### src/hw/dgp_map.svh
// Purpose: Register offsets, field positions, reset values and answer codes of the port block.
// Assumes: Byte addresses on an AXI4-Lite bus with 32-bit data, one aligned word per register.
// Notes: Behaviour
`ifndef DGP_MAP_SVH
`define DGP_MAP_SVH

`define DGP_OFS_FOUR_DATA 8'h00
`define DGP_OFS_FOUR_DIR 8'h04
`define DGP_OFS_FOUR_PULL 8'h08
`define DGP_OFS_THREE_DATA 8'h0C
`define DGP_OFS_THREE_DIR 8'h10
`define DGP_OFS_CTRL 8'h14
`define DGP_OFS_FOUR_VIEW 8'h18
`define DGP_OFS_THREE_VIEW 8'h1C

`define DGP_CTRL_FLOAT_BIT 0
`define DGP_CTRL_RSTSEL_BIT 1
`define DGP_OD_PIN 2

`define DGP_FOUR_RESET 4'h0
`define DGP_THREE_RESET 3'h0
`define DGP_RESP_OKAY 2'h0
`define DGP_RESP_SLVERR 2'h2

`endif

### src/hw/dgp_pkg.sv
// Purpose: Shared types of the port block.
// Assumes: Four-pin port and three-pin port.
// Notes: Pin vector packs the four-pin port above the three-pin port.
package dgp_pkg;

    typedef struct packed {
        logic [3:0] four;
        logic [2:0] three;
    } dgp_pins_t;

    typedef struct packed {
        dgp_pins_t first;
        dgp_pins_t second;
    } dgp_sync_state_t;

    typedef struct packed {
        logic [3:0] four_pin_data_latch;
        logic [3:0] four_pin_direction;
        logic [3:0] four_pin_pullup_enable;
        logic [2:0] three_pin_data_latch;
        logic [2:0] three_pin_direction;
        logic standby_pin_float_bit;
        logic external_reset_select_bit;
        logic wr_ready;
        logic bvalid;
        logic [1:0] bresp;
        logic ar_ready;
        logic rvalid;
        logic [7:0] rdata;
        logic [1:0] rresp;
        logic [3:0] four_out;
        logic [3:0] four_oe;
        logic [3:0] four_pullup;
        logic [3:0] irq_line;
        logic [2:0] three_out;
        logic [2:0] three_oe;
    } dgp_state_t;

endpackage : dgp_pkg

### src/hw/dgp_pin_if.sv
// Purpose: Carries raw and synchronised pin levels between the core and the synchroniser.
// Assumes: Raw levels come straight from the pads.
// Notes: Only the synchronised vector may be read by port logic.
`timescale 1ns/10ps
interface dgp_pin_if;
    dgp_pkg::dgp_pins_t raw;
    dgp_pkg::dgp_pins_t synced;
    modport sync_side (input raw, output synced);
    modport core_side (output raw, input synced);
endinterface : dgp_pin_if

### src/hw/dgp_port.sv
// Purpose: Four-pin and three-pin general-purpose ports with standby pin handling.
// Assumes: STANDBY_MODE and EXT_IRQ_ENABLE come from logic on CORE_CLK.
// Notes: Pin controls update at the same edge as the register that steers them, except the float bit, which acts one edge after it is stored.
//
// The address map and register access over AXI4-Lite are this design's own decisions.
`timescale 1ns/10ps
`include "dgp_map.svh"
module dgp_port (
    input wire logic CORE_CLK,
    input wire logic SYS_RST,
    input wire logic [7:0] AWADDR,
    input wire logic AWVALID,
    output logic AWREADY,
    input wire logic [31:0] WDATA,
    input wire logic [3:0] WSTRB,
    input wire logic WVALID,
    output logic WREADY,
    output logic [1:0] BRESP,
    output logic BVALID,
    input wire logic BREADY,
    input wire logic [7:0] ARADDR,
    input wire logic ARVALID,
    output logic ARREADY,
    output logic [31:0] RDATA,
    output logic [1:0] RRESP,
    output logic RVALID,
    input wire logic RREADY,
    input wire logic STANDBY_MODE,
    input wire logic [3:0] EXT_IRQ_ENABLE,
    input wire logic [3:0] FOUR_PIN_IN,
    output logic [3:0] FOUR_PIN_OUT,
    output logic [3:0] FOUR_PIN_OE,
    output logic [3:0] FOUR_PIN_PULLUP,
    output logic [3:0] EXT_IRQ_LINE,
    input wire logic [2:0] THREE_PIN_IN,
    output logic [2:0] THREE_PIN_OUT,
    output logic [2:0] THREE_PIN_OE
);
    import dgp_pkg::*;

    dgp_state_t s;
    dgp_state_t next_s;
    dgp_pin_if pin_bus ();

    logic float_active;
    logic [3:0] four_level;
    logic [2:0] three_level;

    dgp_pin_sync u_sync (
        .CORE_CLK(CORE_CLK),
        .SYS_RST(SYS_RST),
        .pins(pin_bus.sync_side)
    );

    assign pin_bus.raw = {FOUR_PIN_IN, THREE_PIN_IN};

    // Word-aligned decode; the two low address bits are ignored.
    function automatic logic reg_hit(input logic [7:0] addr);
        logic [7:0] a;
        a = {addr[7:2], 2'h0};
        case (a)
            `DGP_OFS_FOUR_DATA,
            `DGP_OFS_FOUR_DIR,
            `DGP_OFS_FOUR_PULL,
            `DGP_OFS_THREE_DATA,
            `DGP_OFS_THREE_DIR,
            `DGP_OFS_CTRL,
            `DGP_OFS_FOUR_VIEW,
            `DGP_OFS_THREE_VIEW: reg_hit = 1'h1;
            default: reg_hit = 1'h0;
        endcase
    endfunction : reg_hit

    function automatic logic [7:0] word_of(input logic [7:0] addr);
        word_of = {addr[7:2], 2'h0};
    endfunction : word_of

    // Standby floats the pins only while the float bit is set.
    assign float_active = STANDBY_MODE && s.standby_pin_float_bit;

    // Blocked inputs read low; interrupt-enabled four-pin inputs stay open for wake-up.
    assign four_level = pin_bus.synced.four
        & (float_active ? EXT_IRQ_ENABLE : 4'hF);
    assign three_level = pin_bus.synced.three & {3{~float_active}};

    always_comb begin
        logic [7:0] rd;
        logic [3:0] four_drive;
        logic [2:0] three_drive;
        rd = 8'h00;
        four_drive = 4'h0;
        three_drive = 3'h0;
        next_s = s;

        // Write channel: ready is raised only when address and data are both offered.
        if (s.wr_ready) begin
            next_s.wr_ready = 1'h0;
            next_s.bvalid = 1'h1;
            next_s.bresp = reg_hit(AWADDR) ? `DGP_RESP_OKAY : `DGP_RESP_SLVERR;
            if (WSTRB[0]) begin
                case (word_of(AWADDR))
                    `DGP_OFS_FOUR_DATA: next_s.four_pin_data_latch = WDATA[3:0];
                    `DGP_OFS_FOUR_DIR: next_s.four_pin_direction = WDATA[3:0];
                    `DGP_OFS_FOUR_PULL: next_s.four_pin_pullup_enable = WDATA[3:0];
                    `DGP_OFS_THREE_DATA: next_s.three_pin_data_latch = WDATA[2:0];
                    `DGP_OFS_THREE_DIR: next_s.three_pin_direction = WDATA[2:0];
                    `DGP_OFS_CTRL: begin
                        next_s.standby_pin_float_bit = WDATA[`DGP_CTRL_FLOAT_BIT];
                        next_s.external_reset_select_bit = WDATA[`DGP_CTRL_RSTSEL_BIT];
                    end
                    default: next_s.bresp = next_s.bresp;
                endcase
            end
        end else if (AWVALID && WVALID && !s.bvalid) begin
            next_s.wr_ready = 1'h1;
        end
        if (s.bvalid && BREADY) begin
            next_s.bvalid = 1'h0;
        end

        // Read channel: data reads mix latch and pin per direction bit.
        case (word_of(ARADDR))
            `DGP_OFS_FOUR_DATA: rd = {4'h0, (s.four_pin_data_latch & s.four_pin_direction)
                | (four_level & ~s.four_pin_direction)};
            `DGP_OFS_FOUR_DIR: rd = {4'h0, s.four_pin_direction};
            `DGP_OFS_FOUR_PULL: rd = {4'h0, s.four_pin_pullup_enable};
            `DGP_OFS_THREE_DATA: begin
                rd = {5'h00, (s.three_pin_data_latch & s.three_pin_direction)
                    | (three_level & ~s.three_pin_direction)};
                if (s.external_reset_select_bit) begin
                    rd[`DGP_OD_PIN] = 1'h0;
                end
            end
            `DGP_OFS_THREE_DIR: rd = {5'h00, s.three_pin_direction};
            `DGP_OFS_CTRL: rd = {6'h00, s.external_reset_select_bit, s.standby_pin_float_bit};
            `DGP_OFS_FOUR_VIEW: rd = {4'h0, s.four_pin_data_latch};
            `DGP_OFS_THREE_VIEW: rd = {5'h00, s.three_pin_data_latch};
            default: rd = 8'h00;
        endcase

        if (s.ar_ready) begin
            next_s.ar_ready = 1'h0;
            next_s.rvalid = 1'h1;
            next_s.rdata = rd;
            next_s.rresp = reg_hit(ARADDR) ? `DGP_RESP_OKAY : `DGP_RESP_SLVERR;
        end else if (ARVALID && !s.rvalid) begin
            next_s.ar_ready = 1'h1;
        end
        if (s.rvalid && RREADY) begin
            next_s.rvalid = 1'h0;
        end

        // Pin controls follow the register values being stored this edge; the float bit acts from its already stored value.
        four_drive = next_s.four_pin_direction & {4{~float_active}};
        next_s.four_oe = four_drive;
        next_s.four_out = next_s.four_pin_data_latch;
        // A pin driving low would fight its own pull-up, so the pull-up drops out.
        next_s.four_pullup = next_s.four_pin_pullup_enable & {4{~float_active}}
            & ~(four_drive & ~next_s.four_pin_data_latch);
        next_s.irq_line = four_level;

        three_drive = next_s.three_pin_direction & {3{~float_active}};
        // The open-drain pin only ever pulls low; a one releases it.
        three_drive[`DGP_OD_PIN] = three_drive[`DGP_OD_PIN]
            & ~next_s.three_pin_data_latch[`DGP_OD_PIN]
            & ~next_s.external_reset_select_bit;
        next_s.three_oe = three_drive;
        next_s.three_out = next_s.three_pin_data_latch;
        next_s.three_out[`DGP_OD_PIN] = 1'h0;
    end

    always_ff @(posedge CORE_CLK) begin
        if (SYS_RST) begin
            s <= '0;
            s.four_pin_direction <= `DGP_FOUR_RESET;
            s.three_pin_direction <= `DGP_THREE_RESET;
            s.four_pin_data_latch <= `DGP_FOUR_RESET;
            s.three_pin_data_latch <= `DGP_THREE_RESET;
        end else begin
            s <= next_s;
        end
    end

    assign AWREADY = s.wr_ready;
    assign WREADY = s.wr_ready;
    assign BVALID = s.bvalid;
    assign BRESP = s.bresp;
    assign ARREADY = s.ar_ready;
    assign RVALID = s.rvalid;
    assign RDATA = {24'h000000, s.rdata};
    assign RRESP = s.rresp;
    assign FOUR_PIN_OUT = s.four_out;
    assign FOUR_PIN_OE = s.four_oe;
    assign FOUR_PIN_PULLUP = s.four_pullup;
    assign EXT_IRQ_LINE = s.irq_line;
    assign THREE_PIN_OUT = s.three_out;
    assign THREE_PIN_OE = s.three_oe;

    // Checks next to the logic they guard.

    reset_inputs_a: assert property (
        @(posedge CORE_CLK) disable iff (1'h0)
        $past(SYS_RST) |-> (FOUR_PIN_OE == 4'h0) && (THREE_PIN_OE == 3'h0)
    ) else $error("Pins not all inputs after reset");

    drive_dir_a: assert property (
        @(posedge CORE_CLK) disable iff (SYS_RST)
        (!s.standby_pin_float_bit && !$past(s.standby_pin_float_bit))
            |-> FOUR_PIN_OE == s.four_pin_direction
    ) else $error("Four-pin drive does not follow direction");

    out_latch_a: assert property (
        @(posedge CORE_CLK) disable iff (SYS_RST)
        ((FOUR_PIN_OE & (FOUR_PIN_OUT ^ s.four_pin_data_latch)) == 4'h0)
    ) else $error("Driven pin differs from latch");

    write_latch_a: assert property (
        @(posedge CORE_CLK) disable iff (SYS_RST)
        (s.wr_ready && WSTRB[0] && word_of(AWADDR) == `DGP_OFS_FOUR_DATA)
            |=> (s.four_pin_data_latch == $past(WDATA[3:0])) && BVALID
    ) else $error("Data write lost");

    read_mix_a: assert property (
        @(posedge CORE_CLK) disable iff (SYS_RST)
        (s.ar_ready && word_of(ARADDR) == `DGP_OFS_FOUR_DATA)
            |=> RVALID && RDATA[3:0] == (($past(s.four_pin_data_latch)
            & $past(s.four_pin_direction)) | ($past(four_level)
            & ~$past(s.four_pin_direction)))
    ) else $error("Data read mixes latch and pin wrongly");

    rmw_view_a: assert property (
        @(posedge CORE_CLK) disable iff (SYS_RST)
        (s.ar_ready && word_of(ARADDR) == `DGP_OFS_THREE_VIEW)
            |=> RDATA[2:0] == $past(s.three_pin_data_latch)
    ) else $error("Latch view read wrong");

    float_pins_a: assert property (
        @(posedge CORE_CLK) disable iff (SYS_RST)
        (STANDBY_MODE && s.standby_pin_float_bit)
            |=> FOUR_PIN_OE == 4'h0 && THREE_PIN_OE == 3'h0 && FOUR_PIN_PULLUP == 4'h0
            && (EXT_IRQ_LINE & ~$past(EXT_IRQ_ENABLE)) == 4'h0
    ) else $error("Pins not floated in standby");

    wake_path_a: assert property (
        @(posedge CORE_CLK) disable iff (SYS_RST)
        (STANDBY_MODE && s.standby_pin_float_bit)
            |=> (EXT_IRQ_LINE & $past(EXT_IRQ_ENABLE))
            == ($past(pin_bus.synced.four) & $past(EXT_IRQ_ENABLE))
    ) else $error("Wake-up input blocked");

    pullup_low_a: assert property (
        @(posedge CORE_CLK) disable iff (SYS_RST)
        (FOUR_PIN_PULLUP & FOUR_PIN_OE & ~FOUR_PIN_OUT) == 4'h0
    ) else $error("Pull-up on while driving low");

    open_drain_a: assert property (
        @(posedge CORE_CLK) disable iff (SYS_RST)
        !THREE_PIN_OUT[`DGP_OD_PIN]
            && !(THREE_PIN_OE[`DGP_OD_PIN] && s.three_pin_data_latch[`DGP_OD_PIN])
    ) else $error("Open-drain pin driven high");

    reset_pin_a: assert property (
        @(posedge CORE_CLK) disable iff (SYS_RST)
        (s.external_reset_select_bit && s.ar_ready
            && word_of(ARADDR) == `DGP_OFS_THREE_DATA)
            |=> !RDATA[`DGP_OD_PIN] && !THREE_PIN_OE[`DGP_OD_PIN]
    ) else $error("Reset pin still acts as port");

    upper_zero_a: assert property (
        @(posedge CORE_CLK) disable iff (SYS_RST)
        (s.ar_ready && word_of(ARADDR) == `DGP_OFS_FOUR_DIR)
            |=> RDATA[31:4] == 28'h0000000
    ) else $error("Unimplemented bits read nonzero");

endmodule : dgp_port

### src/hw/dgp_pin_sync.sv
// Purpose: Two-stage synchroniser for all seven pad inputs.
// Assumes: Pads change without regard to CORE_CLK.
// Notes: The first stage feeds only the second stage.
`timescale 1ns/10ps
module dgp_pin_sync (
    input wire logic CORE_CLK,
    input wire logic SYS_RST,
    dgp_pin_if.sync_side pins
);
    import dgp_pkg::*;

    dgp_sync_state_t s;
    dgp_sync_state_t next_s;

    always_comb begin
        next_s = s;
        next_s.first = pins.raw;
        next_s.second = s.first;
    end

    always_ff @(posedge CORE_CLK) begin
        if (SYS_RST) begin
            s <= '0;
        end else begin
            s <= next_s;
        end
    end

    assign pins.synced = s.second;

endmodule : dgp_pin_sync

### config.mk
export PLATFORM = sky130hd
export DESIGN_NAME = dgp_port
export DESIGN_NICKNAME = d
export VERILOG_FILES = /design/src/hw/dgp_pkg.sv /design/src/hw/dgp_pin_if.sv /design/src/hw/dgp_port.sv /design/src/hw/dgp_pin_sync.sv
export VERILOG_INCLUDE_DIRS = /design/src /design/src/hw
export SDC_FILE = /design/constraint.sdc
export NUM_CORES = 1
export LEC_CHECK = 0
export CAP_MARGIN = 20
export CORE_MARGIN = 4
export CORE_UTILIZATION = 50
export DETAILED_ROUTE_END_ITERATION = 16
export DONT_BUFFER_PORTS = 1
export PLACE_DENSITY = 0.61
export SLEW_MARGIN = 20
export SYNTH_ARGS = -nofsm -noshare
export SYNTH_HDL_FRONTEND = slang
export SYNTH_SLANG_ARGS = --single-unit
### constraint.sdc
create_clock -name CORE_CLK -period 2.62 [get_ports CORE_CLK]
set_input_delay 0.262 -clock CORE_CLK [delete_from_list [all_inputs] [get_ports CORE_CLK]]
set_output_delay 0.262 -clock CORE_CLK [all_outputs]
set_load 0.1 [all_outputs]
Word level (Yosys, flattened, before mapping) --
Memory sizes are Yosys's and may differ from the RTL's. Cells that the tools add are included.
Storage, ports and cells: flip-flop bits (word level) 68, ROM bits 64, input bits 71, output and inout port bits 63, logic and storage cells 96, memories 2
Memory list:
- (name not given) | depth 32, bits a word 1, rd ports 1, clocked after Yosys merged registers in 0, wr ports 0, RTL line dgp_port.sv:61 | case (a)
- (name not given) | depth 32, bits a word 1, rd ports 1, clocked after Yosys merged registers in 0, wr ports 0, RTL line dgp_port.sv:61
Cells by class: equal/unequal tests 12, mux-type cells 19, bitwise operators 22, reduce and logical (&&, ||, !) cells 17
Operator list (number):
- $mux 20 | 2
- $eq 6x3->1 const B | 6
- $pmux 4 s8 | 1
- $and 4x4->4 | 7
- $eq 6x2->1 const B | 4
- $mux 4 | 4
- $and 3x3->3 | 4
- $eq 6x1->1 const B | 2
- $logic_not 6->1 | 2
- $not 4->4 | 3
- $reduce_or 2->1 | 4
- $mux 1 | 7
- $logic_and 1x1->1 | 6
- $logic_not 3->1 | 2
- $mux 2 | 3
- $mux 3 | 2
- $or 4x4->4 | 1
- $not 1->1 | 3
- $not 3->3 | 1
- $or 3x3->3 | 1
- $reduce_and 3->1 | 1
- $and 1x1->1 | 2
- $logic_not 1->1 | 2

Longest topological paths before layout --
word-level depth 8, gate-level depth with buffers 7, gate-level depth less buffers 5

Cells and area by module --
From an unflattened synthesis, not the netlist that was laid out.
Second synthesis, totals: cell total of the unflattened synthesis 304, area, all modules 2850.2 µm²
By module, submodules not included:
- dgp_port | times used 1, cells each 275, area each 2442.3 µm², sequential area each 900.9 µm²
- dgp_pin_sync | times used 1, cells each 29, area each 407.9 µm², sequential area each 280.3 µm²

Worst setup path before layout --
OpenSTA, ideal clock, no wires.
path type flip-flop to flip-flop, start reg s, in the netlist AWREADY, end reg s, in the netlist THREE_PIN_OE[2], setup time 96 ps, data arrival time 2398 ps, required time 2524 ps, slack 126 ps, stages on the path, launching flop included 6, path buffers 0, clock period less this slack 2494 ps, cells stage by stage dfxtp_1 > nand2_1 > or4_1 > mux2i_1 > inv_1 > nor4b_1
On the way: longest elaborated chain between the ends 4, elaborated cells between the ends (all ways) 6, those cells by class 1 x mux; 5 x bitwise
RTL lines:
- from (decl) | RTL line dgp_port.sv:41 | dgp_state_t s;
- from (signal assigned) | RTL line dgp_port.sv:180 | s <= next_s;
- $mux 20 * | RTL line dgp_port.sv:96 | if (s.wr_ready) begin
- $and 3x3->3 / $not 1->1 (equally long branches) | RTL line dgp_port.sv:162, dgp_port.sv:165
- $and 1x1->1 | RTL line dgp_port.sv:164 | three_drive[`DGP_OD_PIN] = three_drive[`DGP_OD_PIN]
- $and 1x1->1 * | RTL line dgp_port.sv:164
Every way passes the cells marked *; elsewhere a longest branch is shown, timed or not. A chain may end at the register's enable or synchronous reset.

Worst setup path after layout --
Same ends and word-level chain as after synthesis.

==> metrics.txt <==
CTS tree done; drt wl/cell 15.4 µm; post-synthesis adder-cell area fraction 0%; commonest cells after routing, fill and taps aside dfxtp_1 (58), nor2_1 (39), conb_1 (31), mux2i_1 (23), nor2b_1 (20); area of the multi-input gates 1240 µm²; Crit Path Max Fanout 5; Metal-1 WL 2490 µm; endpoints failing hold 0; final setup violating endpoints 0; Routed Antenna Nets 0; via/cell ratio 5.19; first-pass GRT wire length 9180 µm; Yosys top cell by area dfxtp_1; Non-Filler Instances 375; Top Layer Used met4; maxcap violations 0; fillers 551; Worst Slack Setup Final 0.885 ns; met3 WL 619 µm; core box area 5510 µm²; CTS Sinks 59; Pins Over Slew Limit 0; CP top delay family simple AND/OR/NAND/NOR gates; Compound-Gate Fraction of Synth Area 10.1%; R2R Setup Slk 0.88 ns; worst path bufs/invs 1; Mapped Cells 315; 1st-pass router iterations 4; Worst slew margin 37.1%; clock slew seen by the registers of the worst setup and hold paths 0.06 ns; CTS buffer count 9; initial antenna violation count 0; largest net degree at the start of global routing 48; fmax 576 MHz; drt total wl 5790 µm; Total GRT Usage 17.0%; I/O Pins 134; Period minus WS final 1.74 ns; share of post-route cells with drive strength above 1 13.2%; Worst EP arrival 1.95 ns; register area share after synthesis 41.6%; Syn Std Cell Area 2840 µm²; PortBufs 0; crit end category register; post-layout util 51.6%; worst path cell trace nand2_1, or4_1, mux2i_1, inv_1, nor4b_1; Area contributors post-synth dfxtp_1 (42%), buf_4 (16%), mux2i_1 (8.1%); Die Y 83.4 µm; Crit Path Class register to register; clk buf depth 2; top-area cell type share of the netlist area 41.6%; initial drt markers 106; die width 83.4 µm; Static Leakage 1.16 nW; worst slack at placement 0.620 ns; post-synthesis to final-layout area growth -0.0882%; layout net count 370; DP HPWL 4170 µm; total negative slack 0 ns; setup bufs post-CTS 0; GR Overflow Total 0; worst vdd ir 341 µV; worst slew pin tran 0.942 ns; RSZ-0062 raised after global routing no; DRC Markers 0; die area 6950 µm²; count of cell types in the netlist 41; main combinational cell family by area after synthesis simple AND/OR/NAND/NOR gates; type of origin of the critical path register; Mapped Avg Cell Area 9.02 µm²; Worst path max stage delay 0.57 ns; crit share post-route 66.2%; Post-Synth XOR/XNOR Area 0%; post-synthesis mux area share 9.29%; Post-Synth Simple-Gate Area 20.0%; Yosys reg bits 59; Ys Warns 0; vias 1946; Hold/Removal Path Class input port to register; WHS 0.0224 ns; FF+latch area 1180 µm²; clock skew 0.00619 ns; pwr/cell area 681 nW/µm²; vias in the first global route 1863; met2 WL 2570 µm; Placed Cells 359; CP max stage cell or4_1; gpl congestion 0.776; Critical Path RT 2.84 ns; outcome complete, no violations; Antenna Cells 0; most common cell after layout, fill and taps aside dfxtp_1; clk_lat worst skew 0.33 ns; initial core utilization 51.6%; htree depth 3; root buffer cell clkbuf_8; # rows 27
-- timing repair --
action                                  in CTS  in global routing
gates resized for setup                      0                  0
hold buffers                                 1                  0
hold endpoints to repair                    47                  0
endpoints found under the setup margin       0                  0
-- metrics by stage --
stage / total power [mW] / instance area [µm²]
after floorplan: 1.30 / 2950
after global placement: 1.25 / 2660
after detailed placement: 1.25 / 2660
after CTS: 1.95 / 2840
after global routing: 2.01 / 2840
final: 1.93 / 2840
-- worst reg2reg max path: stages, from the launching register on --
cell	delay, ns
dfxtp_2	0.33
nand2_1	0.15
or4_1	0.57
mux2i_1	0.21
inv_1	0.06
nor4b_1	0.30
-- logic make-up after synthesis --
group | after synthesis
AND/OR/NAND/NOR | 105
buffers and inverters | 82
flip-flops | 59
AO/OA/AOI/OAI | 42
multiplexers | 26
other | 1
-- synth_stat cells, drive strengths merged --
cell type	instances
buf	60
dfxtp	59
nor2	39
mux2i	23
nor2b	20
clkbuf	14
o21ai	11
nor3	10
nand2	9
nand3	9
inv	8
a21oi	5
nor4	5
a211oi	4
a221oi	4
a31oi	4
nand2b	4
a22oi	3
mux2	3
o31ai	3
nor3b	2
nor4b	2
or3	2
or4	2
a21boi	1
a311o	1
a32oi	1
conb	1
nand4bb	1
o2111ai	1
o211a	1
o211ai	1
o22ai	1
o311a	1
-- final timing paths --
check	from	endpoint	cells past startpoint
setup / recovery	AWREADY	THREE_PIN_OE[2]	5
hold / removal	RREADY	RVALID	1
hold reg to reg	u_sync.next_s[0]	u_sync.pins.synced[0]	1
setup reg to reg	AWREADY	THREE_PIN_OE[2]	5
-- layer usage --
metal	GRT usage (%)	up-vias
met5	0	-
met4	8.62	0
met3	7.64	10
met2	24.8	84
met1	21.0	895
li1	-	957
-- flip-flops by register name, summed over array words and instances (netlist names) --
name / count
s: 16
u_sync.next_s: 7
u_sync.pins.synced: 7
EXT_IRQ_LINE: 4
FOUR_PIN_OE: 4
FOUR_PIN_OUT: 4
FOUR_PIN_PULLUP: 4
RDATA: 4
THREE_PIN_OE: 3
ARREADY: 1
AWREADY: 1
BRESP: 1
BVALID: 1
RRESP: 1
RVALID: 1
-- power breakdown --
part | total (mW) | switching (mW) | internal (mW)
Clock | 0.687 | 0.328 | 0.359
Sequential | 0.935 | 0.0202 | 0.915
Combinational | 0.312 | 0.278 | 0.0337
-- final cells by class --
type | count | share of cell area, %
multi-input cells | 204 | 43.5
flip-flops and latches | 59 | 41.6
clock inverters | 3 | 0.529
well taps | 72 | 3.17
inverters | 8 | 1.06
repair buffers | 17 | 4.94
clock buffers | 12 | 5.11
No activity file was read; power rests on OpenSTA's default activity.
